## src/inc/serial_irq_pkg.sv

```systemverilog
// Constants and carriers for the eight-channel interrupt unit.
// Assumes an Avalon-MM master with word addressing and 32-bit data.
// Functional notes
// - While anything is pending, the summary names the top channel.
// - Summary freezes on status reads, acks and first read past a vector.
// - Writing a channel's base copy makes that channel highest priority.
// - New priority applies at the end of the write, held until rewritten or rotated.
// - Vector bits 7 and 6 come from the two top vector base bits.
// - Extended addressing puts base bits 5..2 in the vector, else channel.
// - Rotation off keeps priorities fixed; on, they shift after service.
// - Full rotation makes the serviced channel lowest of all eight.
// - Partial rotation keeps one channel highest and rotates the other seven.
// - Slave cascading takes an acknowledge only on a request and id match.
// - In daisy chain the chain output drops as soon as the request rises.
// - Stage field selects open drain, push-pull low or push-pull high.
// - Reading status zero clears it; a vector clears its two block flags.
// - Masked flags may show if visible; never request, vector or summarise.
// - Termination flag sets on end character or finished receive flush.
// - Timeout flag sets only while its mask bit is clear.
// - Parity fault needs checking on; framing fault on zero stop bit.
// - Overflow on extra character when full; pool full needs interrupt mode.
// - Lost sync flags, idles receive and halts a DPLL-clocked transmitter.
// - Reading status one clears it; a vector clears transmit pool ready.
// - Break flags on a full low frame; break ended flags when it stops.
`default_nettype none
package serial_irq_pkg;
  localparam int CHANNELS = 8;
  // Register indices inside each channel's 64-word window
  localparam logic [5:0] VEC_BASE_IDX   = 6'h38;
  localparam logic [5:0] PORT_CFG_IDX   = 6'h39;
  localparam logic [5:0] STAT_ZERO_IDX  = 6'h3a;
  localparam logic [5:0] STAT_ONE_IDX   = 6'h3b;
  localparam logic [7:0] VEC_BASE_RESET = 8'h00;
  localparam logic [7:0] PORT_CFG_RESET = 8'h00;
  localparam logic [7:0] STATUS_RESET   = 8'h00;
  // Vector base fields
  localparam int EXT_ADDR_BIT = 0;
  localparam int ROTATE_BIT   = 1;
  // Port configuration fields
  localparam int VISIBLE_BIT  = 7;
  localparam int ROT_SCOPE_BIT = 6;
  localparam int SLAVE_ID_LSB = 3;
  localparam int CASCADE_BIT  = 2;
  localparam int STAGE_LSB    = 0;
  // Flags cleared when their vector goes out, and the summary's pending bit
  localparam logic [7:0] ZERO_VEC_CLEAR = 8'h81;
  localparam logic [7:0] ONE_VEC_CLEAR  = 8'h01;
  localparam logic [7:0] SUMMARY_ANY    = 8'h08;

  typedef struct packed {
    logic [8:0]  address;
    logic        read;
    logic        write;
    logic [31:0] writedata;
    logic [3:0]  byteenable;
  } bus_req_type;

  typedef struct packed {
    logic termChar;
    logic flushDone;
    logic timeout;
    logic parityBad;
    logic parityOn;
    logic stopBitZero;
    logic pllUnsynced;
    logic dpllCoding;
    logic txClockDpll;
    logic carrierChange;
    logic rxQueueFullHit;
    logic poolFull;
    logic intMode;
    logic breakStart;
    logic breakEnd;
    logic allSent;
    logic xoffSeen;
    logic timerDone;
    logic ctsChange;
    logic xonSeen;
    logic txReady;
  } chan_evt_type;
endpackage
`default_nettype wire

```

## src/hdl/serial_irq_unit.sv

```systemverilog
// Interrupt unit: per-channel status, priority, summary, vectoring, cascade.
// Event inputs are synchronous pulses or levels from the channel datapaths;
// mask registers live elsewhere and arrive as plain inputs.
`default_nettype none
module serial_irq_unit (
  input  wire logic                         clk,
  input  wire logic                         rst,
  input  wire serial_irq_pkg::bus_req_type  busReq,
  output logic [31:0]                       readdata,
  output logic                              waitrequest,
  input  wire serial_irq_pkg::chan_evt_type events [8],
  input  wire logic [7:0][7:0]              maskZero,
  input  wire logic [7:0][7:0]              maskOne,
  input  wire logic                         ackCycleStrobe,
  input  wire logic [2:0]                   ieIn,
  output logic                              chainEnableOut,
  output logic                              chainEnableOe,
  output logic [7:0]                        vectorData,
  output logic                              vectorOe,
  output logic                              irqPinOut,
  output logic                              irqPinOe,
  output logic [7:0]                        rxIdleForce,
  output logic [7:0]                        txHalt
);
  import serial_irq_pkg::*;

  typedef enum logic [1:0] {
    BUS_IDLE = 2'b00,
    BUS_DONE = 2'b01
  } bus_state_type;

  // Scan from start, optionally skipping one channel
  function automatic logic [3:0] pick_winner(input logic [7:0] pend,
                                             input logic [2:0] start,
                                             input logic       skipEn,
                                             input logic [2:0] skipCh);
    logic [3:0] res;
    logic [2:0] ch;
    res = 4'h0;
    for (int i = 7; i >= 0; i--) begin
      ch = 3'(start + 3'(i));
      if (pend[ch] && !(skipEn && ch == skipCh)) begin
        res = {1'b1, ch};
      end
    end
    return res;
  endfunction

  bus_state_type busState_q;
  bus_state_type busState_d;
  logic [7:0]    vecBase_q;
  logic [7:0]    portCfg_q;
  logic [7:0]    statZero_q [8];
  logic [7:0]    statOne_q [8];
  logic [7:0]    pllPrev_q;
  logic [2:0]    topCh_q;
  logic [2:0]    fixedCh_q;
  logic [2:0]    rotStart_q;
  logic [7:0]    summary_q;
  logic          frozen_q;
  logic          afterVector_q;
  logic          ackPrev_q;
  logic [7:0]    vector_q;
  logic          vectorOe_q;
  logic [7:0]    readdata_q;

  wire        busActive  = busReq.read || busReq.write;
  wire        busAccept  = busActive && busState_q == BUS_DONE;
  wire [2:0]  accCh      = busReq.address[8:6];
  wire [5:0]  accIdx     = busReq.address[5:0];
  wire        lane0      = busReq.byteenable[0];
  wire        hitBase    = accIdx == VEC_BASE_IDX;
  wire        hitCfg     = accIdx == PORT_CFG_IDX;
  wire        hitZero    = accIdx == STAT_ZERO_IDX;
  wire        hitOne     = accIdx == STAT_ONE_IDX;
  wire        wrBase     = busAccept && busReq.write && hitBase && lane0;
  wire        wrCfg      = busAccept && busReq.write && hitCfg && lane0;
  wire        rdSummary  = busAccept && busReq.read && hitBase;
  wire        rdZero     = busAccept && busReq.read && hitZero;
  wire        rdOne      = busAccept && busReq.read && hitOne;

  wire        visible    = portCfg_q[VISIBLE_BIT];
  wire        rotScope   = portCfg_q[ROT_SCOPE_BIT];
  wire [2:0]  slaveId    = portCfg_q[SLAVE_ID_LSB +: 3];
  wire        daisy      = portCfg_q[CASCADE_BIT];
  wire [1:0]  stageCfg   = portCfg_q[STAGE_LSB +: 2];
  wire        rotateOn   = vecBase_q[ROTATE_BIT];
  wire        extAddr    = vecBase_q[EXT_ADDR_BIT];

  logic [7:0] pendZero [8];
  logic [7:0] pendOne [8];
  logic [7:0] chanPend;
  logic [7:0] setZero [8];
  logic [7:0] setOne [8];

  always_comb begin
    for (int c = 0; c < CHANNELS; c++) begin
      pendZero[c] = statZero_q[c] & ~maskZero[c];
      pendOne[c]  = statOne_q[c] & ~maskOne[c];
      chanPend[c] = |pendZero[c] || |pendOne[c];
      setZero[c][7] = events[c].termChar || events[c].flushDone;
      setZero[c][6] = events[c].timeout && !maskZero[c][6];
      setZero[c][5] = events[c].parityBad && events[c].parityOn;
      setZero[c][4] = events[c].stopBitZero;
      setZero[c][3] = events[c].pllUnsynced && events[c].dpllCoding
                      && !pllPrev_q[c];
      setZero[c][2] = events[c].carrierChange;
      setZero[c][1] = events[c].rxQueueFullHit;
      setZero[c][0] = events[c].poolFull && events[c].intMode;
      setOne[c][7] = events[c].breakStart;
      setOne[c][6] = events[c].breakEnd;
      setOne[c][5] = events[c].allSent;
      setOne[c][4] = events[c].xoffSeen;
      setOne[c][3] = events[c].timerDone;
      setOne[c][2] = events[c].ctsChange;
      setOne[c][1] = events[c].xonSeen;
      setOne[c][0] = events[c].txReady;
      setZero[c] = setZero[c] & (visible ? 8'hff : ~maskZero[c]);
      setOne[c]  = setOne[c] & (visible ? 8'hff : ~maskOne[c]);
    end
  end

  always_comb begin
    for (int c = 0; c < CHANNELS; c++) begin
      rxIdleForce[c] = events[c].pllUnsynced && events[c].dpllCoding;
      txHalt[c]      = rxIdleForce[c] && events[c].txClockDpll;
    end
  end

  wire        partial    = rotateOn && rotScope;
  wire [3:0]  scanAll    = pick_winner(chanPend, topCh_q, 1'b0, 3'h0);
  wire [3:0]  scanRest   = pick_winner(chanPend, rotStart_q, 1'b1, fixedCh_q);
  wire [3:0]  winner     = !partial ? scanAll :
                           chanPend[fixedCh_q] ? {1'b1, fixedCh_q} : scanRest;
  wire        anyPend    = winner[3];
  wire [2:0]  winCh      = winner[2:0];
  wire [7:0]  summaryLive = anyPend ? (SUMMARY_ANY | {5'h00, winCh}) : 8'h00;
  wire [7:0]  summaryOut  = frozen_q ? summary_q : summaryLive;
  wire        winFromZero = |pendZero[winCh];

  wire        slaveOk    = !daisy && ieIn == slaveId;
  wire        chainOk    = daisy && ieIn[1];
  wire        ackStart   = ackCycleStrobe && !ackPrev_q && anyPend
                           && (slaveOk || chainOk);
  wire [3:0]  vecMid     = extAddr ? vecBase_q[5:2] : {1'b0, winCh};
  wire [7:0]  vectorNext = {vecBase_q[7:6], vecMid,
                            1'b0, !winFromZero};

  assign irqPinOut = stageCfg[0] && (stageCfg[1] ? anyPend : !anyPend);
  assign irqPinOe  = stageCfg[0] ? 1'b1 : anyPend;
  assign chainEnableOut = ieIn[1] && !anyPend;
  assign chainEnableOe  = daisy;

  // One wait state: read data is captured while waitrequest is high
  assign waitrequest = busActive && busState_q == BUS_IDLE;
  assign busState_d  = (busActive && busState_q == BUS_IDLE) ? BUS_DONE
                                                             : BUS_IDLE;
  assign readdata    = {24'h000000, readdata_q};
  assign vectorData  = vector_q;
  assign vectorOe    = vectorOe_q;

  wire [7:0] readMux = !busReq.read ? 8'h00 :
                       hitBase ? summaryOut :
                       hitCfg  ? portCfg_q :
                       hitZero ? statZero_q[accCh] :
                       hitOne  ? statOne_q[accCh] : 8'h00;

  always_ff @(posedge clk) begin
    if (rst) begin
      busState_q <= BUS_IDLE;
      readdata_q <= 8'h00;
    end else begin
      busState_q <= busState_d;
      if (waitrequest) begin
        readdata_q <= readMux;
      end
    end
  end

  always_ff @(posedge clk) begin
    if (rst) begin
      vecBase_q  <= VEC_BASE_RESET;
      topCh_q    <= 3'h0;
      fixedCh_q  <= 3'h0;
      rotStart_q <= 3'h1;
    end else if (wrBase) begin
      vecBase_q  <= busReq.writedata[7:0];
      topCh_q    <= accCh;
      fixedCh_q  <= accCh;
      rotStart_q <= 3'(accCh + 3'h1);
    end else if (ackStart && rotateOn) begin
      if (!rotScope) begin
        topCh_q <= 3'(winCh + 3'h1);
      end else if (winCh != fixedCh_q) begin
        rotStart_q <= 3'(winCh + 3'h1);
      end
    end
  end

  always_ff @(posedge clk) begin
    if (rst) begin
      portCfg_q <= PORT_CFG_RESET;
    end else if (wrCfg) begin
      portCfg_q <= busReq.writedata[7:0];
    end
  end

  // Set wins over clear: a read clears only the bits that were read
  always_ff @(posedge clk) begin
    if (rst) begin
      pllPrev_q <= 8'h00;
      for (int c = 0; c < CHANNELS; c++) begin
        statZero_q[c] <= STATUS_RESET;
        statOne_q[c]  <= STATUS_RESET;
      end
    end else begin
      for (int c = 0; c < CHANNELS; c++) begin
        pllPrev_q[c] <= events[c].pllUnsynced;
        statZero_q[c] <= (statZero_q[c]
          & ~((rdZero && accCh == 3'(c)) ? readdata_q : 8'h00)
          & ~((ackStart && winCh == 3'(c) && winFromZero)
              ? ZERO_VEC_CLEAR : 8'h00))
          | setZero[c];
        statOne_q[c] <= (statOne_q[c]
          & ~((rdOne && accCh == 3'(c)) ? readdata_q : 8'h00)
          & ~((ackStart && winCh == 3'(c) && !winFromZero)
              ? ONE_VEC_CLEAR : 8'h00))
          | setOne[c];
      end
    end
  end

  always_ff @(posedge clk) begin
    if (rst) begin
      summary_q     <= 8'h00;
      frozen_q      <= 1'b0;
      afterVector_q <= 1'b0;
    end else begin
      if (!frozen_q && (waitrequest || ackCycleStrobe)) begin
        summary_q <= summaryLive;
      end
      if (ackCycleStrobe || rdZero || rdOne
          || (rdSummary && afterVector_q)) begin
        frozen_q <= 1'b1;
      end else if (rdSummary) begin
        frozen_q <= 1'b0;
      end
      if (ackStart) begin
        afterVector_q <= 1'b1;
      end else if (rdSummary) begin
        afterVector_q <= 1'b0;
      end
    end
  end

  always_ff @(posedge clk) begin
    if (rst) begin
      ackPrev_q  <= 1'b0;
      vector_q   <= 8'h00;
      vectorOe_q <= 1'b0;
    end else begin
      ackPrev_q <= ackCycleStrobe;
      if (ackStart) begin
        vector_q   <= vectorNext;
        vectorOe_q <= 1'b1;
      end else if (!ackCycleStrobe) begin
        vectorOe_q <= 1'b0;
      end
    end
  end
endmodule
`default_nettype wire

```

## config.mk

```make
export PLATFORM = sky130hd
export DESIGN_NAME = serial_irq_unit
export DESIGN_NICKNAME = d
export VERILOG_FILES = /design/src/inc/serial_irq_pkg.sv /design/src/hdl/serial_irq_unit.sv
export SDC_FILE = /design/constraint.sdc
export NUM_CORES = 1
export LEC_CHECK = 0
export BUFFER_PORTS_ARGS = -buffer_cell sky130_fd_sc_hd__buf_4
export CAP_MARGIN = 20
export CORE_ASPECT_RATIO = 2
export CORE_MARGIN = 2
export CORE_UTILIZATION = 45
export DETAILED_ROUTE_END_ITERATION = 6
export PLACE_DENSITY = 0.8
export SLEW_MARGIN = 25
export SYNTH_ARGS = -nofsm -noshare
export SYNTH_HDL_FRONTEND = slang
export SYNTH_SLANG_ARGS = --single-unit
```

## constraint.sdc

```tcl
create_clock -name clk -period 4.2 [get_ports clk]
set_input_delay 0.42 -clock clk [delete_from_list [all_inputs] [get_ports clk]]
set_output_delay 0.42 -clock clk [all_outputs]
set_load 0.1 [all_outputs]
```

==> results of run 1 <==
sequential cells by signal, indices dropped and copies added, names as in the netlist, 3 cells and up:
| name | cells |
|---|---|
| fixedCh_q | 3 |
| pllPrev_q | 8 |
| portCfg_q | 8 |
| readdata_q | 8 |
| rotStart_q | 3 |
| statOne_q | 64 |
| statZero_q | 64 |
| summary_q | 4 |
| topCh_q | 3 |
| vecBase_q | 8 |
| vectorData | 7 |
stage by stage:
step	hold WS (ps)	power, mW	cells	instance area (sq um)
6_report	176	5.46	2542	18500
5_1_grt	185	5.61	2542	18500
4_1_cts	166	5.36	2537	18200
3_5_place_dp	450	3.48	2499	17000
3_3_place_gp	442	3.46	2499	17000
2_1_floorplan	436	2.72	1707	12900
critical path, delay by kind of cell (launching register included):
family,cells,cell delay (ps)
compound gates,5,1350
mux,3,1230
simple gates,2,720
buf+inv,5,680
flops,1,340
cell type report:
cell class                 count  area, sq um  area share [%]
clock buffer                  17          425            2.31
clock inverter                15          234            1.27
inverter                     116          450            2.44
multi-input combinational   1272         8700            47.1
sequential                   185         3720            20.1
tap                          356          445            2.41
timing repair buffer         581         4480            24.3
synthesized netlist by cell type, drive strengths merged (4+ instances only):
cell type  count
xnor2          9
a2111oi       25
mux2          16
nand3b         4
nor3           9
a211o          5
o21ai        101
or2            8
a22oi         12
a211oi        14
nor2          94
dfxtp        185
a21boi         5
a21oi        150
nand2        318
nand4          9
mux4          43
o221ai         8
and3          28
a2111o        11
o2bb2ai        8
mux2i         54
nor2b        115
xor2           6
o22ai          9
a21o           4
a32oi         13
a221oi        11
nand3         16
a31oi          9
nand2b         7
buf           40
and4           4
inv          113
clkbuf        94
and2          24
o211ai        38
ha            16
power groups by stage:
stage	clock [mW]	combinational, mW	sequential [mW]
floorplan	0	0.779	1.94
global placement	0	1.52	1.94
detailed placement	0	1.53	1.95
CTS	1.82	1.64	1.91
global route	1.88	1.80	1.92
finish	1.82	1.72	1.91
worst paths after layout:
kind	start	to	cells past startpoint
setup / recovery	statOne_q[3][3]	statZero_q[3][0]	15
hold / removal	events[77]	pllPrev_q[4]	2
setup reg to reg	statOne_q[3][3]	statZero_q[3][0]	15
hold reg to reg	vecBase_q[4]	vecBase_q[4]	2
layer usage:
metal	part of all wire [%]	vias to the layer above	track usage [%]	wire length, um
li1	-	6849	-	-
met1	32	7284	40.1	19400
met2	50	933	67.6	30100
met3	6.9	330	6.50	4170
met4	11	0	35.5	6520
met5	0	-	0	0
repair_timing:
| item | CTS | global route |
|---|---|---|
| setup endpoints to repair | 40 | 40 |
| hold buffers | 0 | 0 |
| buffers inserted | 10 | 7 |
| resized for setup | 97 | 52 |
| pin swaps | 44 | 23 |
cell families (layout without fill, tap and decap cells):
logic type | Yosys count | after routing
AOI/OAI and AO/OA | 452 | 452
adders and majority gates | 16 | 16
muxes | 113 | 113
other | 1 | 25
buffers and inverters | 250 | 729
and+or+nand+nor | 651 | 651
xor gates and xnor gates | 15 | 15
DFF | 185 | 185
==> flow_metrics.env, run 1 <==
export IMPL_ys_warn_count=0
export IMPL_layout_min_cycle_time_ps=4420
export IMPL_fin_nets=2538
export IMPL_dpl_hpwl_mm=46.3
export IMPL_syn_area_sq_um=12800
export IMPL_ys_ff_latch=185
export IMPL_cp_required_ps=4570
export IMPL_maxSlewViolCount=0
export IMPL_die_area_sq_um=29900
export IMPL_final_common_cell="buf_4"
export IMPL_cts_buffers=17
export IMPL_rsz0062_at_grt="true"
export IMPL_internal_power_mw=3.64
export IMPL_relSlewSlack_pct=25.6
export IMPL_synth_top_area_cell="dfxtp_1"
export IMPL_synth_area_mux_share_pct=13.3
export IMPL_synthTopCellsByArea="dfxtp_1, nand2_1, mux4_2"
export IMPL_htree_levels=4
export IMPL_synth_edf_count=0
export IMPL_leakagePower_nw=8.16
export IMPL_hp_class="input pin to flop"
export IMPL_dp_worst_setup_slack_ps=-733
export IMPL_dr_first_iter_drc_count=1495
export IMPL_yosys_area_share_xor_xnor_pct=1.03
export IMPL_post_route_period_util_pct=105
export IMPL_wire_per_inst_um=23.7
export IMPL_syn_area_per_cell_sq_um=7.59
export IMPL_p_per_area_nw_per_um2=296
export IMPL_totalWireLength_mm=60.2
export IMPL_post_route_util_pct=65.7
export IMPL_vias=15396
export IMPL_core_area_sq_um=28100
export IMPL_worst_setup_path_start_kind="flop"
export IMPL_root_buffer="clkbuf_16"
export IMPL_antenna_found_initial=0
export IMPL_grt_pass1_vias=15706
export IMPL_maxCapViolCount=0
export IMPL_cts_tree="yes"
export IMPL_async_reset_ff_share_pct=0
export IMPL_p_switching_mw=1.82
export IMPL_diodes=0
export IMPL_status="finished with violations"
export IMPL_cp_cell_sequence="nor2b_1 -> a2111o_1 -> or4_4 -> mux4_2 -> buf_6 -> mux2_4 -> buf_6 -> o211ai_1 -> a311oi_4 -> a311oi_4 -> buf_12 -> buf_12 -> clkinv_8 -> mux4_2 -> a221oi_2"
export IMPL_synthCells=1683
export IMPL_path_class="flop to flop"
export IMPL_yosys_area_share_simple_pct=23.9
export IMPL_synth_top_family_by_area="simple AND/OR/NAND/NOR gates"
export IMPL_pwr_share_comb_pct=31.5
export IMPL_start_util_pct=45.5
export IMPL_gp_congestion=1.01
export IMPL_clkLatencyLatePin_ps=470
export IMPL_layout_common_cells="buf_4, nand2_1, dfxtp_1, a21oi_1, nor2b_1"
export IMPL_drive_above_1_share_pct=34.9
export IMPL_fmax_mhz=226
export IMPL_finalHoldViolCount=0
export IMPL_swShare_pct=33.3
export IMPL_area_growth_syn_to_layout_pct=44.4
export IMPL_rrSetupSlack_ps=-220
export IMPL_drcViolationCount=0
export IMPL_nFillCells=2385
export IMPL_failed_checks="negative setup slack"
export IMPL_die_x_um=123
export IMPL_crit_fanout=7
export IMPL_grt_start_max_net_pins=114
export IMPL_grt_pass1_wl_mm=88.1
export IMPL_firstDrtPassIters=7
export IMPL_fin_worst_skew_ps=12.3
export IMPL_seq_power_share_pct=35.1
export IMPL_setup_viol=35
export IMPL_ir_drop_uv=279
export IMPL_p_clk_share_pct=33.4
export IMPL_synth_seq_area_share_pct=29.0
export IMPL_grt_usage_pct=39.6
export IMPL_ys_dominant_reg_cell="dfxtp_1"
export IMPL_clockBufferDepth=2
export IMPL_tightest_slew_ps=1110
export IMPL_io_buffers=358
export IMPL_ant_nets=0
export IMPL_setup_slack_ps=-219
export IMPL_synth_compound_area_share_pct=23.1
export IMPL_post_synth_top_area_fraction_pct=29.0
export IMPL_cp_slowest_cell="or4_4"
export IMPL_tritoncts_num_sinks=185
export IMPL_finalSetupTns_ps=-4850
export IMPL_synth_fa_ha_area_share_pct=1.57
export IMPL_max_stage_delay_ps=590
export IMPL_endpoint_kind="flop"
export IMPL_critPathArrivalTime_ps=4790
export IMPL_path_clk_slew_ps=80
export IMPL_rows=87
export IMPL_ios=411
export IMPL_grt_remaining_overflow=0
export IMPL_viasPerCell=6.06
export IMPL_die_h_um=242
export IMPL_ys_types=76
(Power assumes the default switching activity.)
==> run 2, diff against run 1 <==
==> constraint.sdc (replaced) <==
create_clock -name clk -period 4.2 [get_ports clk]
set_input_delay 0 -clock clk [delete_from_list [all_inputs] [get_ports clk]]
set_output_delay 0 -clock clk [all_outputs]
set_load 0.1 [all_outputs]
==> flow_metrics.env, run 2 (synthesis gave the netlist of run 1 again) <==
export IMPL_status="finished with violations"
export IMPL_failed_checks="design-rule violations, negative setup slack"
export IMPL_clockBufferDepth=2
export IMPL_endpoint_kind="flop"
export IMPL_dpl_hpwl_mm=46.0
export IMPL_fmax_mhz=227
export IMPL_wl_met2_mm=32.4
export IMPL_r2r_end="statZero_q[5][0]"
export IMPL_ios=411
export IMPL_area_growth_syn_to_layout_pct=60.4
export IMPL_drt_met1_wl_mm=21.4
export IMPL_drive_above_1_share_pct=29.8
export IMPL_layout_common_cells="buf_4, nand2_1, dlygate4sd3_1, dfxtp_1, a21oi_1"
export IMPL_wire_per_inst_um=24.5
export IMPL_cp_required_ps=4510
export IMPL_crit_fanout=9
export IMPL_die_x_um=123
export IMPL_grt_pass1_vias=17894
export IMPL_ir_drop_uv=303
export IMPL_core_area_sq_um=28100
export IMPL_relSlewSlack_pct=22.6
export IMPL_cts_buffers=17
export IMPL_drcViolationCount=3
export IMPL_rrSetupSlack_ps=-210
export IMPL_highest_layer="met5"
export IMPL_cp_cell_sequence="nor2b_1 -> a2111oi_4 -> buf_4 -> nand4_1 -> buf_4 -> mux2i_1 -> buf_4 -> o32ai_2 -> a222oi_1 -> nand4b_1 -> o211ai_1 -> a311oi_4 -> buf_6 -> mux2i_4 -> mux2_4 -> o211ai_1 -> a21oi_1"
export IMPL_p_per_area_nw_per_um2=268
export IMPL_reg_top3="statOne_q: 64 flops, statZero_q: 64 flops"
export IMPL_critPathArrivalTime_ps=4720
export IMPL_htree_levels=4
export IMPL_worstReg2RegStart="statOne_q[0][2]"
export IMPL_grt_remaining_overflow=0
export IMPL_dp_worst_setup_slack_ps=-625
export IMPL_path_clk_slew_ps=80
export IMPL_cp_slowest_cell="a2111oi_4"
export IMPL_cts_tree="yes"
export IMPL_rsz0062_at_grt="true"
export IMPL_nFillCells=1924
export IMPL_hp_class="input pin to flop"
export IMPL_maxCapViolCount=0
export IMPL_whs_endpoint="statZero_q[2][3]"
export IMPL_die_h_um=242
export IMPL_r2r_cells=17
export IMPL_dr_wl_met3_mm=5.91
export IMPL_grt_pass1_wl_mm=99.6
export IMPL_layout_min_cycle_time_ps=4410
export IMPL_finalHoldViolCount=0
export IMPL_grt_start_max_net_pins=141
export IMPL_post_route_util_pct=73.0
export IMPL_max_stage_delay_ps=510
export IMPL_worst_setup_path_start_kind="flop"
export IMPL_start_util_pct=45.5
export IMPL_post_route_period_util_pct=105
export IMPL_hold_slack_ps=49.3
export IMPL_holdPathStages=5
export IMPL_root_buffer="clkbuf_16"
export IMPL_antenna_found_initial=1
export IMPL_leakagePower_nw=8.80
export IMPL_vias=17339
export IMPL_setup_viol=29
export IMPL_grt_usage_pct=44.6
export IMPL_ant_nets=0
export IMPL_gp_congestion=1.10
export IMPL_hold_start="maskZero[19]"
export IMPL_fin_worst_skew_ps=11.7
export IMPL_die_area_sq_um=29900
export IMPL_rows=87
export IMPL_io_buffers=358
export IMPL_path_class="flop to flop"
export IMPL_maxSlewViolCount=0
export IMPL_firstDrtPassIters=7
export IMPL_totalWireLength_mm=68.1
export IMPL_final_common_cell="buf_4"
export IMPL_tightest_slew_ps=1150
export IMPL_dr_first_iter_drc_count=2047
export IMPL_viasPerCell=6.25
export IMPL_tritoncts_num_sinks=185
export IMPL_crit_top_cell="buf_4"
export IMPL_setup_slack_ps=-208
export IMPL_fin_nets=2768
export IMPL_clkLatencyLatePin_ps=470
## run 2: cell count changes in the layout (fill, tap and decap cells not counted), moves of 5 or more
| cell | change |
|---|---|
| buf_12 | -6 |
| buf_4 | -21 |
| buf_6 | -7 |
| clkinv_8 | -5 |
| dlygate4sd3_1 | +264 |
| nand2_1 | +7 |
| nand2_4 | -6 |
## run 2: critical path, delay by kind of cell (launching register included)
| kind | cells | cell delay [ps] |
|---|---|---|
| AO/OA/AOI/OAI | 7 | 1800 |
| AND/OR/NAND/NOR | 3 | 590 |
| flip-flops | 1 | 330 |
| multiplexers | 3 | 700 |
| buffers and inverters | 4 | 800 |
## run 2: repair_timing
item                       4_1_cts  5_1_grt
pin swaps                       35       19
hold endpoints to repair       156        0
setup endpoints to repair       39       35
gates resized for setup         54       48
buffers inserted                 3        1
hold buffers                   264        0
## run 2: how the worst max path moves through the flow
stage	from	end	slack (ps)	depth (start not counted)
after floorplan	statZero_q[2][3]	topCh_q[2]	10	14
after global placement	statOne_q[0][2]	statZero_q[7][7]	-520	14
after detailed placement	statZero_q[6][0]	statZero_q[5][0]	-620	16
after CTS	statZero_q[2][5]	statZero_q[5][0]	-150	15
after global routing	statZero_q[1][0]	statOne_q[2][0]	-310	17
final	statOne_q[0][2]	statZero_q[5][0]	-210	17
## run 2: final cells by class
class                           count  area (sq um)  share of cell area, %
Sequential cell                   185          3710                   18.1
Clock inverter                     14           148                  0.720
Tap cell                          356           445                   2.17
Multi-Input combinational cell   1272          8560                   41.7
Antenna cell                        1          2.50                 0.0122
Inverter                          116           438                   2.14
Clock buffer                       18           439                   2.14
Timing Repair Buffer              811          6770                   33.0
## run 2: metrics by stage
| stage | instance area [sq um] | TNS [ps] | total power, mW | instances |
|---|---|---|---|---|
| floorplan | 12900 | 0 | 2.70 | 1707 |
| global placement | 16800 | -15040 | 3.43 | 2472 |
| detailed placement | 16800 | -16870 | 3.45 | 2472 |
| CTS | 20300 | -2570 | 5.35 | 2771 |
| global route | 20500 | -7530 | 5.62 | 2772 |
| finish | 20500 | -3800 | 5.50 | 2773 |
## run 2: layer usage
layer	up-vias	track usage, %
li1	7321	-
met1	8065	45.6
met2	1430	72.4
met3	521	8.38
met4	2	45.0
met5	-	0
## run 2: power breakdown
group	leakage, nW	total (mW)	internal [mW]	switching [mW]
Combinational	6.98	1.89	0.928	0.962
Sequential	1.53	1.93	1.85	0.0811
Clock	0.291	1.68	0.859	0.821
